$ cat src/rtl/adc_output_config_pkg.sv
// constants for the output configuration register bank
// used by the bank; the host model and bench repeat these values as literals
package adc_output_config_pkg;

   // register offsets on the serial control port
   localparam logic [7:0] SAMPLE_FORMAT_OFS  = 8'h14;
   localparam logic [7:0] DRIVER_STRENGTH_OFS = 8'h15;
   localparam logic [7:0] CLOCK_PHASE_OFS    = 8'h16;
   localparam logic [7:0] PATTERN_A_LOW_OFS  = 8'h19;
   localparam logic [7:0] PATTERN_A_HIGH_OFS = 8'h1A;
   localparam logic [7:0] PATTERN_B_LOW_OFS  = 8'h1B;
   localparam logic [7:0] PATTERN_B_HIGH_OFS = 8'h1C;
   localparam logic [7:0] DEVICE_UPDATE_OFS  = 8'hFF;

   // values after reset
   localparam logic [7:0] SAMPLE_FORMAT_RST   = 8'h00;
   localparam logic [7:0] DRIVER_STRENGTH_RST = 8'h00;
   localparam logic [7:0] CLOCK_PHASE_RST     = 8'h03;
   localparam logic [7:0] PATTERN_RST         = 8'h00;

   // implemented bits of the format, drive and phase registers, the rest read zero
   localparam logic [7:0] SAMPLE_FORMAT_MASK   = 8'h47;
   localparam logic [7:0] DRIVER_STRENGTH_MASK = 8'h31;
   localparam logic [7:0] CLOCK_PHASE_MASK     = 8'h0F;

   // field positions
   localparam int FORMAT_LSB      = 0;
   localparam int INVERT_BIT      = 2;
   localparam int LOW_POWER_BIT   = 6;
   localparam int DRIVE_2X_BIT    = 0;
   localparam int TERM_LSB        = 4;
   localparam int SW_TRANSFER_BIT = 0;

   // encodings
   localparam logic [1:0] FORMAT_OFFSET_BIN = 2'h0;
   localparam logic [1:0] FORMAT_TWOS_COMP  = 2'h1;
   localparam logic [3:0] PHASE_CODE_MAX    = 4'hA;
   localparam logic [3:0] TEST_MODE_USER    = 4'h8;
   localparam logic [9:0] PHASE_STEP_DEG    = 10'h03C;

   // widths
   localparam int SAMPLE_W    = 14;
   localparam int WORD_W      = 16;
   localparam int PHASE_TAPS  = 11;

endpackage

$ cat src/rtl/adc_output_config_regs.sv
// output configuration register bank with master and active copies
// assumes a serial port decoder on sys_clk that issues one-cycle
// read and write strobes, and a divider giving phase taps on sys_clk
`timescale 1ns/1ps

module adc_output_config_regs
(
   // clock and reset
   input  wire logic        sys_clk,
   input  wire logic        rstn,
   // serial control port register access
   input  wire logic [7:0]  regAddr,
   input  wire logic [7:0]  regWrData,
   input  wire logic        regWrEn,
   input  wire logic        regRdEn,
   output logic      [7:0]  regRdData,
   output logic             regRdValid,
   // sample path
   input  wire logic [13:0] sampleIn,
   input  wire logic        sampleStrobe,
   input  wire logic [3:0]  testModeSel,
   output logic      [15:0] dataOut,
   output logic             dataValid,
   // output clocking
   input  wire logic [10:0] divPhaseTap,
   output logic             bitClockOut,
   output logic             bitClockDrive2x,
   output logic             frameClockDrive2x,
   output logic      [9:0]  phaseOffsetDeg,
   output logic      [1:0]  termSelect,
   output logic             lowPowerLvds
);

   // ---------------- register access ----------------
   logic [7:0] mFormat, mDrive, mPhase, mPatAL, mPatAH, mPatBL, mPatBH;
   logic [7:0] sFormat, sDrive, sPhase, sPatAL, sPatAH, sPatBL, sPatBH;
   logic [7:0] next_mFormat, next_mDrive, next_mPhase;
   logic [7:0] next_mPatAL, next_mPatAH, next_mPatBL, next_mPatBH;
   logic [7:0] next_sFormat, next_sDrive, next_sPhase;
   logic [7:0] next_sPatAL, next_sPatAH, next_sPatBL, next_sPatBH;
   logic [7:0] next_regRdData;
   logic       next_regRdValid;
   logic       swTransfer;

   assign swTransfer = regWrEn && (regAddr == adc_output_config_pkg::DEVICE_UPDATE_OFS)
                       && regWrData[adc_output_config_pkg::SW_TRANSFER_BIT];

   always_comb
   begin
      next_mFormat = mFormat;
      next_mDrive  = mDrive;
      next_mPhase  = mPhase;
      next_mPatAL  = mPatAL;
      next_mPatAH  = mPatAH;
      next_mPatBL  = mPatBL;
      next_mPatBH  = mPatBH;
      if (regWrEn)
      begin
         // writes only reach the master copy
         unique case (regAddr)
            adc_output_config_pkg::SAMPLE_FORMAT_OFS:
               next_mFormat = regWrData & adc_output_config_pkg::SAMPLE_FORMAT_MASK;
            adc_output_config_pkg::DRIVER_STRENGTH_OFS:
               next_mDrive = regWrData & adc_output_config_pkg::DRIVER_STRENGTH_MASK;
            adc_output_config_pkg::CLOCK_PHASE_OFS:
               next_mPhase = regWrData & adc_output_config_pkg::CLOCK_PHASE_MASK;
            adc_output_config_pkg::PATTERN_A_LOW_OFS:  next_mPatAL = regWrData;
            adc_output_config_pkg::PATTERN_A_HIGH_OFS: next_mPatAH = regWrData;
            adc_output_config_pkg::PATTERN_B_LOW_OFS:  next_mPatBL = regWrData;
            adc_output_config_pkg::PATTERN_B_HIGH_OFS: next_mPatBH = regWrData;
            default:
            begin
            end
         endcase
      end
   end

   always_comb
   begin
      next_sFormat = sFormat;
      next_sDrive  = sDrive;
      next_sPhase  = sPhase;
      next_sPatAL  = sPatAL;
      next_sPatAH  = sPatAH;
      next_sPatBL  = sPatBL;
      next_sPatBH  = sPatBH;
      if (swTransfer)
      begin
         // all fields move together so the output never sees a half update
         next_sFormat = mFormat;
         next_sDrive  = mDrive;
         next_sPhase  = mPhase;
         next_sPatAL  = mPatAL;
         next_sPatAH  = mPatAH;
         next_sPatBL  = mPatBL;
         next_sPatBH  = mPatBH;
      end
   end

   always_comb
   begin
      next_regRdValid = regRdEn;
      next_regRdData  = 8'h00;
      if (regRdEn)
      begin
         unique case (regAddr)
            adc_output_config_pkg::SAMPLE_FORMAT_OFS:   next_regRdData = mFormat;
            adc_output_config_pkg::DRIVER_STRENGTH_OFS: next_regRdData = mDrive;
            adc_output_config_pkg::CLOCK_PHASE_OFS:     next_regRdData = mPhase;
            adc_output_config_pkg::PATTERN_A_LOW_OFS:   next_regRdData = mPatAL;
            adc_output_config_pkg::PATTERN_A_HIGH_OFS:  next_regRdData = mPatAH;
            adc_output_config_pkg::PATTERN_B_LOW_OFS:   next_regRdData = mPatBL;
            adc_output_config_pkg::PATTERN_B_HIGH_OFS:  next_regRdData = mPatBH;
            // transfer bit is self clearing, other addresses are not ours
            default:                                    next_regRdData = 8'h00;
         endcase
      end
   end

   always_ff @(posedge sys_clk)
   begin
      if (!rstn)
      begin
         mFormat    <= adc_output_config_pkg::SAMPLE_FORMAT_RST;
         mDrive     <= adc_output_config_pkg::DRIVER_STRENGTH_RST;
         mPhase     <= adc_output_config_pkg::CLOCK_PHASE_RST;
         mPatAL     <= adc_output_config_pkg::PATTERN_RST;
         mPatAH     <= adc_output_config_pkg::PATTERN_RST;
         mPatBL     <= adc_output_config_pkg::PATTERN_RST;
         mPatBH     <= adc_output_config_pkg::PATTERN_RST;
         sFormat    <= adc_output_config_pkg::SAMPLE_FORMAT_RST;
         sDrive     <= adc_output_config_pkg::DRIVER_STRENGTH_RST;
         sPhase     <= adc_output_config_pkg::CLOCK_PHASE_RST;
         sPatAL     <= adc_output_config_pkg::PATTERN_RST;
         sPatAH     <= adc_output_config_pkg::PATTERN_RST;
         sPatBL     <= adc_output_config_pkg::PATTERN_RST;
         sPatBH     <= adc_output_config_pkg::PATTERN_RST;
         regRdData  <= 8'h00;
         regRdValid <= 1'b0;
      end
      else
      begin
         mFormat    <= next_mFormat;
         mDrive     <= next_mDrive;
         mPhase     <= next_mPhase;
         mPatAL     <= next_mPatAL;
         mPatAH     <= next_mPatAH;
         mPatBL     <= next_mPatBL;
         mPatBH     <= next_mPatBH;
         sFormat    <= next_sFormat;
         sDrive     <= next_sDrive;
         sPhase     <= next_sPhase;
         sPatAL     <= next_sPatAL;
         sPatAH     <= next_sPatAH;
         sPatBL     <= next_sPatBL;
         sPatBH     <= next_sPatBH;
         regRdData  <= next_regRdData;
         regRdValid <= next_regRdValid;
      end
   end

   // ---------------- static controls ----------------
   logic [3:0] phaseIdx;

   assign bitClockDrive2x   = sDrive[adc_output_config_pkg::DRIVE_2X_BIT];
   assign frameClockDrive2x = sDrive[adc_output_config_pkg::DRIVE_2X_BIT];
   assign termSelect        = sDrive[adc_output_config_pkg::TERM_LSB +: 2];
   assign lowPowerLvds      = sFormat[adc_output_config_pkg::LOW_POWER_BIT];
   // out of range codes fall back to the reset phase rather than a dead tap
   assign phaseIdx = (sPhase[3:0] > adc_output_config_pkg::PHASE_CODE_MAX)
                     ? adc_output_config_pkg::CLOCK_PHASE_RST[3:0] : sPhase[3:0];
   assign phaseOffsetDeg = 10'(phaseIdx) * adc_output_config_pkg::PHASE_STEP_DEG;

   // ---------------- bit clock tap ----------------
   logic next_bitClockOut;

   always_comb
   begin
      next_bitClockOut = divPhaseTap[phaseIdx];
   end

   always_ff @(posedge sys_clk)
   begin
      if (!rstn)
         bitClockOut <= 1'b0;
      else
         bitClockOut <= next_bitClockOut;
   end

   // ---------------- sample path ----------------
   logic [15:0] next_dataOut;
   logic        next_dataValid;
   logic        patSel;
   logic        next_patSel;
   logic [15:0] word;

   always_comb
   begin
      word           = 16'h0000;
      next_dataOut   = dataOut;
      next_dataValid = sampleStrobe;
      next_patSel    = patSel;
      if (sampleStrobe)
      begin
         if (testModeSel == adc_output_config_pkg::TEST_MODE_USER)
         begin
            // patterns alternate A then B on successive samples
            word        = patSel ? {sPatBH, sPatBL} : {sPatAH, sPatAL};
            next_patSel = ~patSel;
         end
         else
         begin
            word        = {sampleIn, 2'b00};
            next_patSel = 1'b0;
            if (sFormat[adc_output_config_pkg::FORMAT_LSB +: 2] == adc_output_config_pkg::FORMAT_TWOS_COMP)
               word[15] = ~word[15];
         end
         if (sFormat[adc_output_config_pkg::INVERT_BIT])
            word = ~word;
         next_dataOut = word;
      end
   end

   always_ff @(posedge sys_clk)
   begin
      if (!rstn)
      begin
         dataOut   <= 16'h0000;
         dataValid <= 1'b0;
         patSel    <= 1'b0;
      end
      else
      begin
         dataOut   <= next_dataOut;
         dataValid <= next_dataValid;
         patSel    <= next_patSel;
      end
   end

   // ---------------- assertions ----------------
   xfer_copy_a: assert property (@(posedge sys_clk) disable iff (!rstn)
      swTransfer |=> (sPhase == $past(mPhase)) && (sPatAL == $past(mPatAL)) && (sPatBH == $past(mPatBH)))
      else $error("transfer did not copy master to active");

   slave_hold_a: assert property (@(posedge sys_clk) disable iff (!rstn)
      !swTransfer |=> $stable(sFormat) && $stable(sPhase) && $stable(sDrive))
      else $error("active register changed without transfer");

   phase_reset_a: assert property (@(posedge sys_clk)
      !rstn |=> (sPhase == 8'h03) && (mPhase == 8'h03) && (phaseOffsetDeg == 10'h0B4))
      else $error("phase not at 180 degrees after reset");

   pattern_reset_a: assert property (@(posedge sys_clk)
      !rstn |=> ({mPatAH, mPatAL, mPatBH, mPatBL} == 32'h00000000))
      else $error("patterns not zero after reset");

   phase_degree_a: assert property (@(posedge sys_clk) disable iff (!rstn)
      (sPhase[3:0] <= 4'hA) |-> (phaseOffsetDeg == 10'(sPhase[3:0]) * 10'h03C))
      else $error("phase degrees wrong");

   tap_select_a: assert property (@(posedge sys_clk) disable iff (!rstn)
      ##1 bitClockOut == $past(divPhaseTap[phaseIdx]))
      else $error("bit clock from wrong tap");

   drive_double_a: assert property (@(posedge sys_clk) disable iff (!rstn)
      (swTransfer && mDrive[0]) |=> bitClockDrive2x && frameClockDrive2x)
      else $error("2x drive not applied");

   // a strobe never lands on the very edge of a phase commit in practice,
   // so every strobe and every phase change is checked on its own
   latch_timing_a: assert property (@(posedge sys_clk) disable iff (!rstn)
      (sampleStrobe || $changed(sPhase)) |=> (dataValid == $past(sampleStrobe)))
      else $error("phase change disturbed sample latching");

   twos_comp_a: assert property (@(posedge sys_clk) disable iff (!rstn)
      sampleStrobe && (testModeSel != 4'h8) && (sFormat[2:0] == 3'b001)
      |=> dataOut == {~$past(sampleIn[13]), $past(sampleIn[12:0]), 2'b00})
      else $error("twos complement format wrong");

   invert_out_a: assert property (@(posedge sys_clk) disable iff (!rstn)
      sampleStrobe && (testModeSel != 4'h8) && (sFormat[2:0] == 3'b100)
      |=> dataOut == ~{$past(sampleIn), 2'b00})
      else $error("inverted offset binary wrong");

   user_pattern_a: assert property (@(posedge sys_clk) disable iff (!rstn)
      sampleStrobe && (testModeSel == 4'h8) && !sFormat[2] && !patSel
      |=> dataOut == {sPatAH, sPatAL})
      else $error("user pattern A not on output");

   reserved_zero_a: assert property (@(posedge sys_clk) disable iff (!rstn)
      regRdEn && (regAddr == 8'h16) |=> regRdValid && (regRdData[7:4] == 4'h0))
      else $error("reserved phase bits not zero");

endmodule

$ cat config.mk
export PLATFORM = sky130hd
export DESIGN_NAME = adc_output_config_regs
export DESIGN_NICKNAME = d
export VERILOG_FILES = /design/src/rtl/adc_output_config_pkg.sv /design/src/rtl/adc_output_config_regs.sv
export SDC_FILE = /design/constraint.sdc
export NUM_CORES = 1
export LEC_CHECK = 0
export ABC_AREA = 1
export BUFFER_PORTS_ARGS = -buffer_cell sky130_fd_sc_hd__buf_2
export CELL_PAD_IN_SITES_DETAIL_PLACEMENT = 1
export CELL_PAD_IN_SITES_GLOBAL_PLACEMENT = 1
export CORE_UTILIZATION = 43
export DETAILED_ROUTE_END_ITERATION = 7
export MAX_ROUTING_LAYER = met4
export PLACE_DENSITY_LB_ADDON = 0.1
export SLEW_MARGIN = 10
export SYNTH_ARGS = -nofsm -noshare
export SYNTH_HDL_FRONTEND = slang
export SYNTH_SLANG_ARGS = --single-unit
$ cat constraint.sdc
create_clock -name sys_clk -period 6.5 [get_ports sys_clk]
set_clock_uncertainty 0.1 [all_clocks]
set_input_delay 0.65 -clock sys_clk [delete_from_list [all_inputs] [get_ports sys_clk]]
set_output_delay 0.65 -clock sys_clk [all_outputs]
set_load 0.1 [all_outputs]
### After elaboration in Yosys (flattened, before gate mapping)

Cells that the tools add are included.

* mux-type cells: 10
* reduce and logical (&&, ||, !) cells: 10
* shift-type cells: 0
* equal/unequal tests: 10
* add/sub/neg operators: 0
* magnitude comparators: 2
* bitwise logic cells: 3
* multipliers: 1
* div/mod/pow operators: 0

Operators with widths (number)
* 16-bit two-way mux: 4
* 8-bit by 5-bit equality test with 1-bit output, second input constant: 7
* 8-bit case mux with 7 select lines: 1
* 16-bit inverter: 1
* 2-bit AND reduction: 8
* 8-bit equality test, second input constant: 1
* 4-bit by 4-bit multiplier with 8-bit output, second input constant: 1
* 4-bit by 5-bit < comparator with 1-bit output, second input constant: 1
* 1-bit binary-select mux with 4-bit select: 1
* 4-bit equality test, second input constant: 1
* 4-bit greater-than comparator, second input constant: 1
* 4-bit two-way mux: 1
* 1-bit two-way mux: 3
* 2-bit by 1-bit equality test with 1-bit output, second input constant: 1
* 1-bit logical AND: 2
* 1-bit inverter: 2

* input port bits: 50
* memory bits (read-only): 0
* latch bits: 0
* bits in writable memories: 0
* memories kept: 0
* output and inout bits: 42
* register bits after elaboration: 114
* word-level logic and storage cells: 56

### Depth between registers and ports, before layout

* depth in word-level cells: 6
* gate-level depth with buffers: 18
* mapped depth without buffers: 18

### Worst setup path before layout

Ideal clock, no wire load.

* kind: register -> output
* start: reg sPhase[1]
* end: out phaseOffsetDeg[8]
* data required time: 5.750 ns
* path slack: -0.247 ns
* cell stages (with the launch flop): 14
* arrival time: 5.997 ns
* path through: dfxtp_1 > nand2_1 > nand2_1 > nand2_1 > nand2_1 > inv_1 > nor2_1 > nor2_1 > ha_1 > fa_1 > inv_1 > fa_1 > o21ai_0 > xor2_1

* longest elaborated chain between the ends: 3

Ends and longest elaborated chain
* start, declared: line adc_output_config_regs.sv:36 `logic [7:0] sFormat, sDrive, sPhase, sPatAL, sPatAH, sPatBL, sPatBH;`
* start signal, assigned: line adc_output_config_regs.sv:133 `sPhase <= adc_output_config_pkg::CLOCK_PHASE_RST;`
* start signal, assigned: line adc_output_config_regs.sv:152 `sPhase <= next_sPhase;`
* 4-bit greater-than comparator: line adc_output_config_regs.sv:170 `assign phaseIdx = (sPhase[3:0] > adc_output_config_pkg::PHASE_CODE_MAX)`
* 4-bit two-way mux (*): line adc_output_config_regs.sv:171 `? adc_output_config_pkg::CLOCK_PHASE_RST[3:0] : sPhase[3:0];`
* 4-bit by 4-bit multiplier with 8-bit output (*): line adc_output_config_regs.sv:172 `assign phaseOffsetDeg = 10'(phaseIdx) * adc_output_config_pkg::PHASE_STEP_DEG;`
* end, declared: line adc_output_config_regs.sv:29 `output logic [9:0] phaseOffsetDeg,`

Mark *: on every way between the ends. The rest lies on a longest branch, timed or not.

### Worst setup path after layout

* start: reg sPhase[1]
* end: out phaseOffsetDeg[9]

The elaborated chain is that of the path after synthesis.

==> impl_metrics.tcl <==
set metrics [dict create \
    post_cts_resized 0 \
    drt.antenna.violating_nets 0 \
    buffer_levels_on_the_longest_clock_path 2 \
    syn-mean-instance-area_um2 7.16 \
    place_inst 972 \
    detail_route.iter0.violations 302 \
    final-seq-area_um2 2280 \
    finalWorstPathRequiredPeriod_ns 4.82 \
    worstSetupStartpoint "sPhase[1]" \
    fmaxAchievable_ghz 0.207 \
    met3_usage_pct 5.31 \
    top_level_ports 92 \
    worstSetupStartpointType "flip-flop" \
    cts_tree "built" \
    clk_root_buffer_cell "clkbuf_16" \
    postSynth.asyncResetShare_pct 0 \
    final_max_slew_viol_count 0 \
    number_of_synthesized_flops_with_an_enable_pin 0 \
    muxShareOfSynthArea_pct 0 \
    drt_pass1_iterations 4 \
    finalHoldViolations 0 \
    max_cap_viol_count 0 \
    grt_setup_unrepaired "no" \
    cts_sinks 114 \
    grt.met2_usage_pct 43.1 \
    synth_fa_ha_area_share_pct 3.83 \
    synth_top_family_by_area "compound AO/OA/AOI/OAI gates" \
    floorplan.initialDensity_pct 44.5 \
    io_buffer_count 89 \
    post_synth_inst_count 749 \
    die_width_um 114 \
    post_route_cells_drive_above_1_share_pct 16.2 \
    synth_compound_gate_area_share_pct 22.0 \
    pin_count_of_the_biggest_net_entering_global_routing 90 \
    use_met1_pct 33.0 \
    worst_slew_pin_slew_ns 1.02 \
    layout.filler_cells 1550 \
    vias_per_cell 5.05 \
    multi_input_comb_area_um2 2490 \
    power-per-cell-area_nw_per_um2 289 \
    finalWirelength_um 15500 \
    first_global_vias 5070 \
    grt_antenna_before_repair 0 \
    postSynth.topFlopCell "dfxtp_1" \
    power.ir.vdd_worst_v 0.000172 \
    min-delay-path-class "flip-flop to flip-flop" \
    outcome "finished clean" \
    final_net_count 887 \
    gp_routability_congestion 0.871 \
    fp.coreArea_um2 12100 \
    setup_violations 0 \
    count_of_different_cell_masters_after_synthesis 33 \
    wire_length_of_the_first_global_routing_pass_um 25700 \
    synth_xor_area_share_pct 3.27 \
    cts_hold_buf 0 \
    slew-limit-headroom_pct 31.9 \
    drc 0 \
    grt_usage_pct 26.6 \
    timing.critical_path.required_ns 5.75 \
    post-cts-setup-buffer-count 0 \
    antenna_cells_inserted 0 \
    finalSetupTns_ns 0 \
    type_of_the_worst_setup_path "flip-flop to output pin" \
    postSynthRegisterBits 114 \
    regToRegStartpoint "patSel" \
    fraction_of_the_mapped_netlist_area_in_simple_logic_gates_pct 16.8 \
    clk_pin_slew_ns 0.05 \
    height_of_the_die_um 114 \
    final_cell_count_no_fill 1003 \
    via_count 5061 \
    cts_made_buffers 17 \
    yosys_warnings 0 \
    h-tree-depth 4 \
    route.detailed.wl_per_inst_um 15.5 \
    global_route.overflow_total 0 \
    grt_most_used_layer "met2" \
    synthToLayoutAreaGrowth_pct 21.6 \
    worstPathArrival_ns 4.07 \
    die_area_um2 12900 \
    row_count 40 \
    syn_area_um2 5360 \
    worstHoldStart "mFormat[6]" \
    dp.final_hpwl_um 10900 \
    clock_latency_ns 0.42 \
    worstPathMaxFanout 7 \
    power.leakage_nw 2.99 \
    part_of_the_yosys_area_used_for_sequential_elements_pct 42.6 \
    endpoint_type_of_the_worst_setup_path "output pin" \
    layout_worst_path_cycle_share_pct 74.2 \
]
## synthesized netlist by cell type, types with 7 or more instances
| master | number | share of area [%] |
|---|---|---|
| nor3_1 | 9 | 0.84 |
| nand2_1 | 108 | 7.6 |
| buf_2 | 10 | 0.93 |
| a21oi_1 | 89 | 8.3 |
| nor2_1 | 65 | 4.5 |
| inv_1 | 110 | 7.7 |
| o21ai_1 | 7 | 0.65 |
| ha_1 | 10 | 2.3 |
| buf_4 | 7 | 0.98 |
| xor2_1 | 17 | 2.8 |
| dfxtp_1 | 114 | 43 |
| o21ai_0 | 125 | 12 |
| clkbuf_1 | 16 | 1.1 |
| nand3_1 | 24 | 2.2 |
## worst max-delay path, stage by stage (launching register included)
cell,delay (ns)
dfxtp_1,0.38
nand2_1,0.08
nand2_1,0.09
nand2_1,0.11
nand2_1,0.20
inv_1,0.10
nor2_1,0.23
nor2_1,0.11
ha_1,0.24
inv_1,0.11
o21ai_0,0.12
ha_1,0.32
ha_1,0.39
a21oi_1,0.18
nand2_1,0.10
nand2_1,0.09
nand2_1,0.05
a21oi_1,0.20
xnor2_2,0.13
buf_2,0.43
## per-layer routing
metal	vias to the layer above	share of wire (%)
met5	-	0
met4	0	2.1
met3	28	4.2
met2	120	47
met1	2364	47
li1	2549	-
## through the flow
stage | util [%] | power [mW] | worst slack (ns) | hold WS (ns) | cell area (um2)
final | 54.1 | 1.88 | 1.68 | 0.382 | 6520
after global routing | 54.1 | 1.94 | 1.27 | 0.415 | 6520
after CTS | 54.1 | 1.90 | 1.64 | 0.381 | 6520
after detailed placement | 48.7 | 0.881 | 2.09 | 0.368 | 5880
after global placement | 48.7 | 0.878 | 2.26 | 0.365 | 5880
after floorplan | - | 0.840 | 0.0544 | 0.336 | 5390
## power by group
part | switching, mW | internal, mW | total (mW) | leakage [nW]
Combinational | 0.120 | 0.0336 | 0.154 | 1.75
Clock | 0.321 | 0.696 | 1.02 | 0.313
Sequential | 0.00463 | 0.709 | 0.713 | 0.923
Total | 0.446 | 1.44 | 1.88 | 2.99
## state kept, by name (all words and copies together), names as in the netlist, 8 cells and up
name and flops:
mPatAL 8, dataOut 16, mPatAH 8, sPatAL 8
sPatBL 8, sPatAH 8, sPatBH 8, mPatBH 8
mPatBL 8, regRdData 8
## area by class of cell
class | instances | share of cell area (%)
clock buffer | 21 | 7.06
clock inverter | 10 | 2.78
inverter | 116 | 6.68
multi-input combinational | 483 | 38.2
sequential | 114 | 35.0
tap | 168 | 3.22
timing repair buffer | 91 | 7.06
## worst paths after layout
check / endpoint / slack [ns] / cells after the start
min: mFormat[6] / 0.38 / 2
max reg2reg: dataOut[4] / 4.43 / 7
min reg2reg: mFormat[6] / 0.38 / 2
max: phaseOffsetDeg[9] / 1.68 / 19
## layout by cell type (no fill, tap or decap), drive strengths merged, types with 2 or more instances in the layout
cell type and count:
conb 2, fa 4, o21ai 132, ha 10, nand3 24, a21oi 89, inv 113, xor2 17
bufinv 5, dfxtp 114, clkinv 7, nor2 69, clkbuf 21, nand2 110, o22ai 5, buf 91
xnor2 3, nor3 9, or2 2
## cells by family (layout without fill, tap and decap cells)
group           after synthesis  after routing
fa+ha+maj                    14             14
simple gates                216            216
flops                       114            114
xor+xnor                     20             20
other cells                   1              2
buf+inv                     153            238
compound gates              231            231
Power figures use the tool's default switching activity.
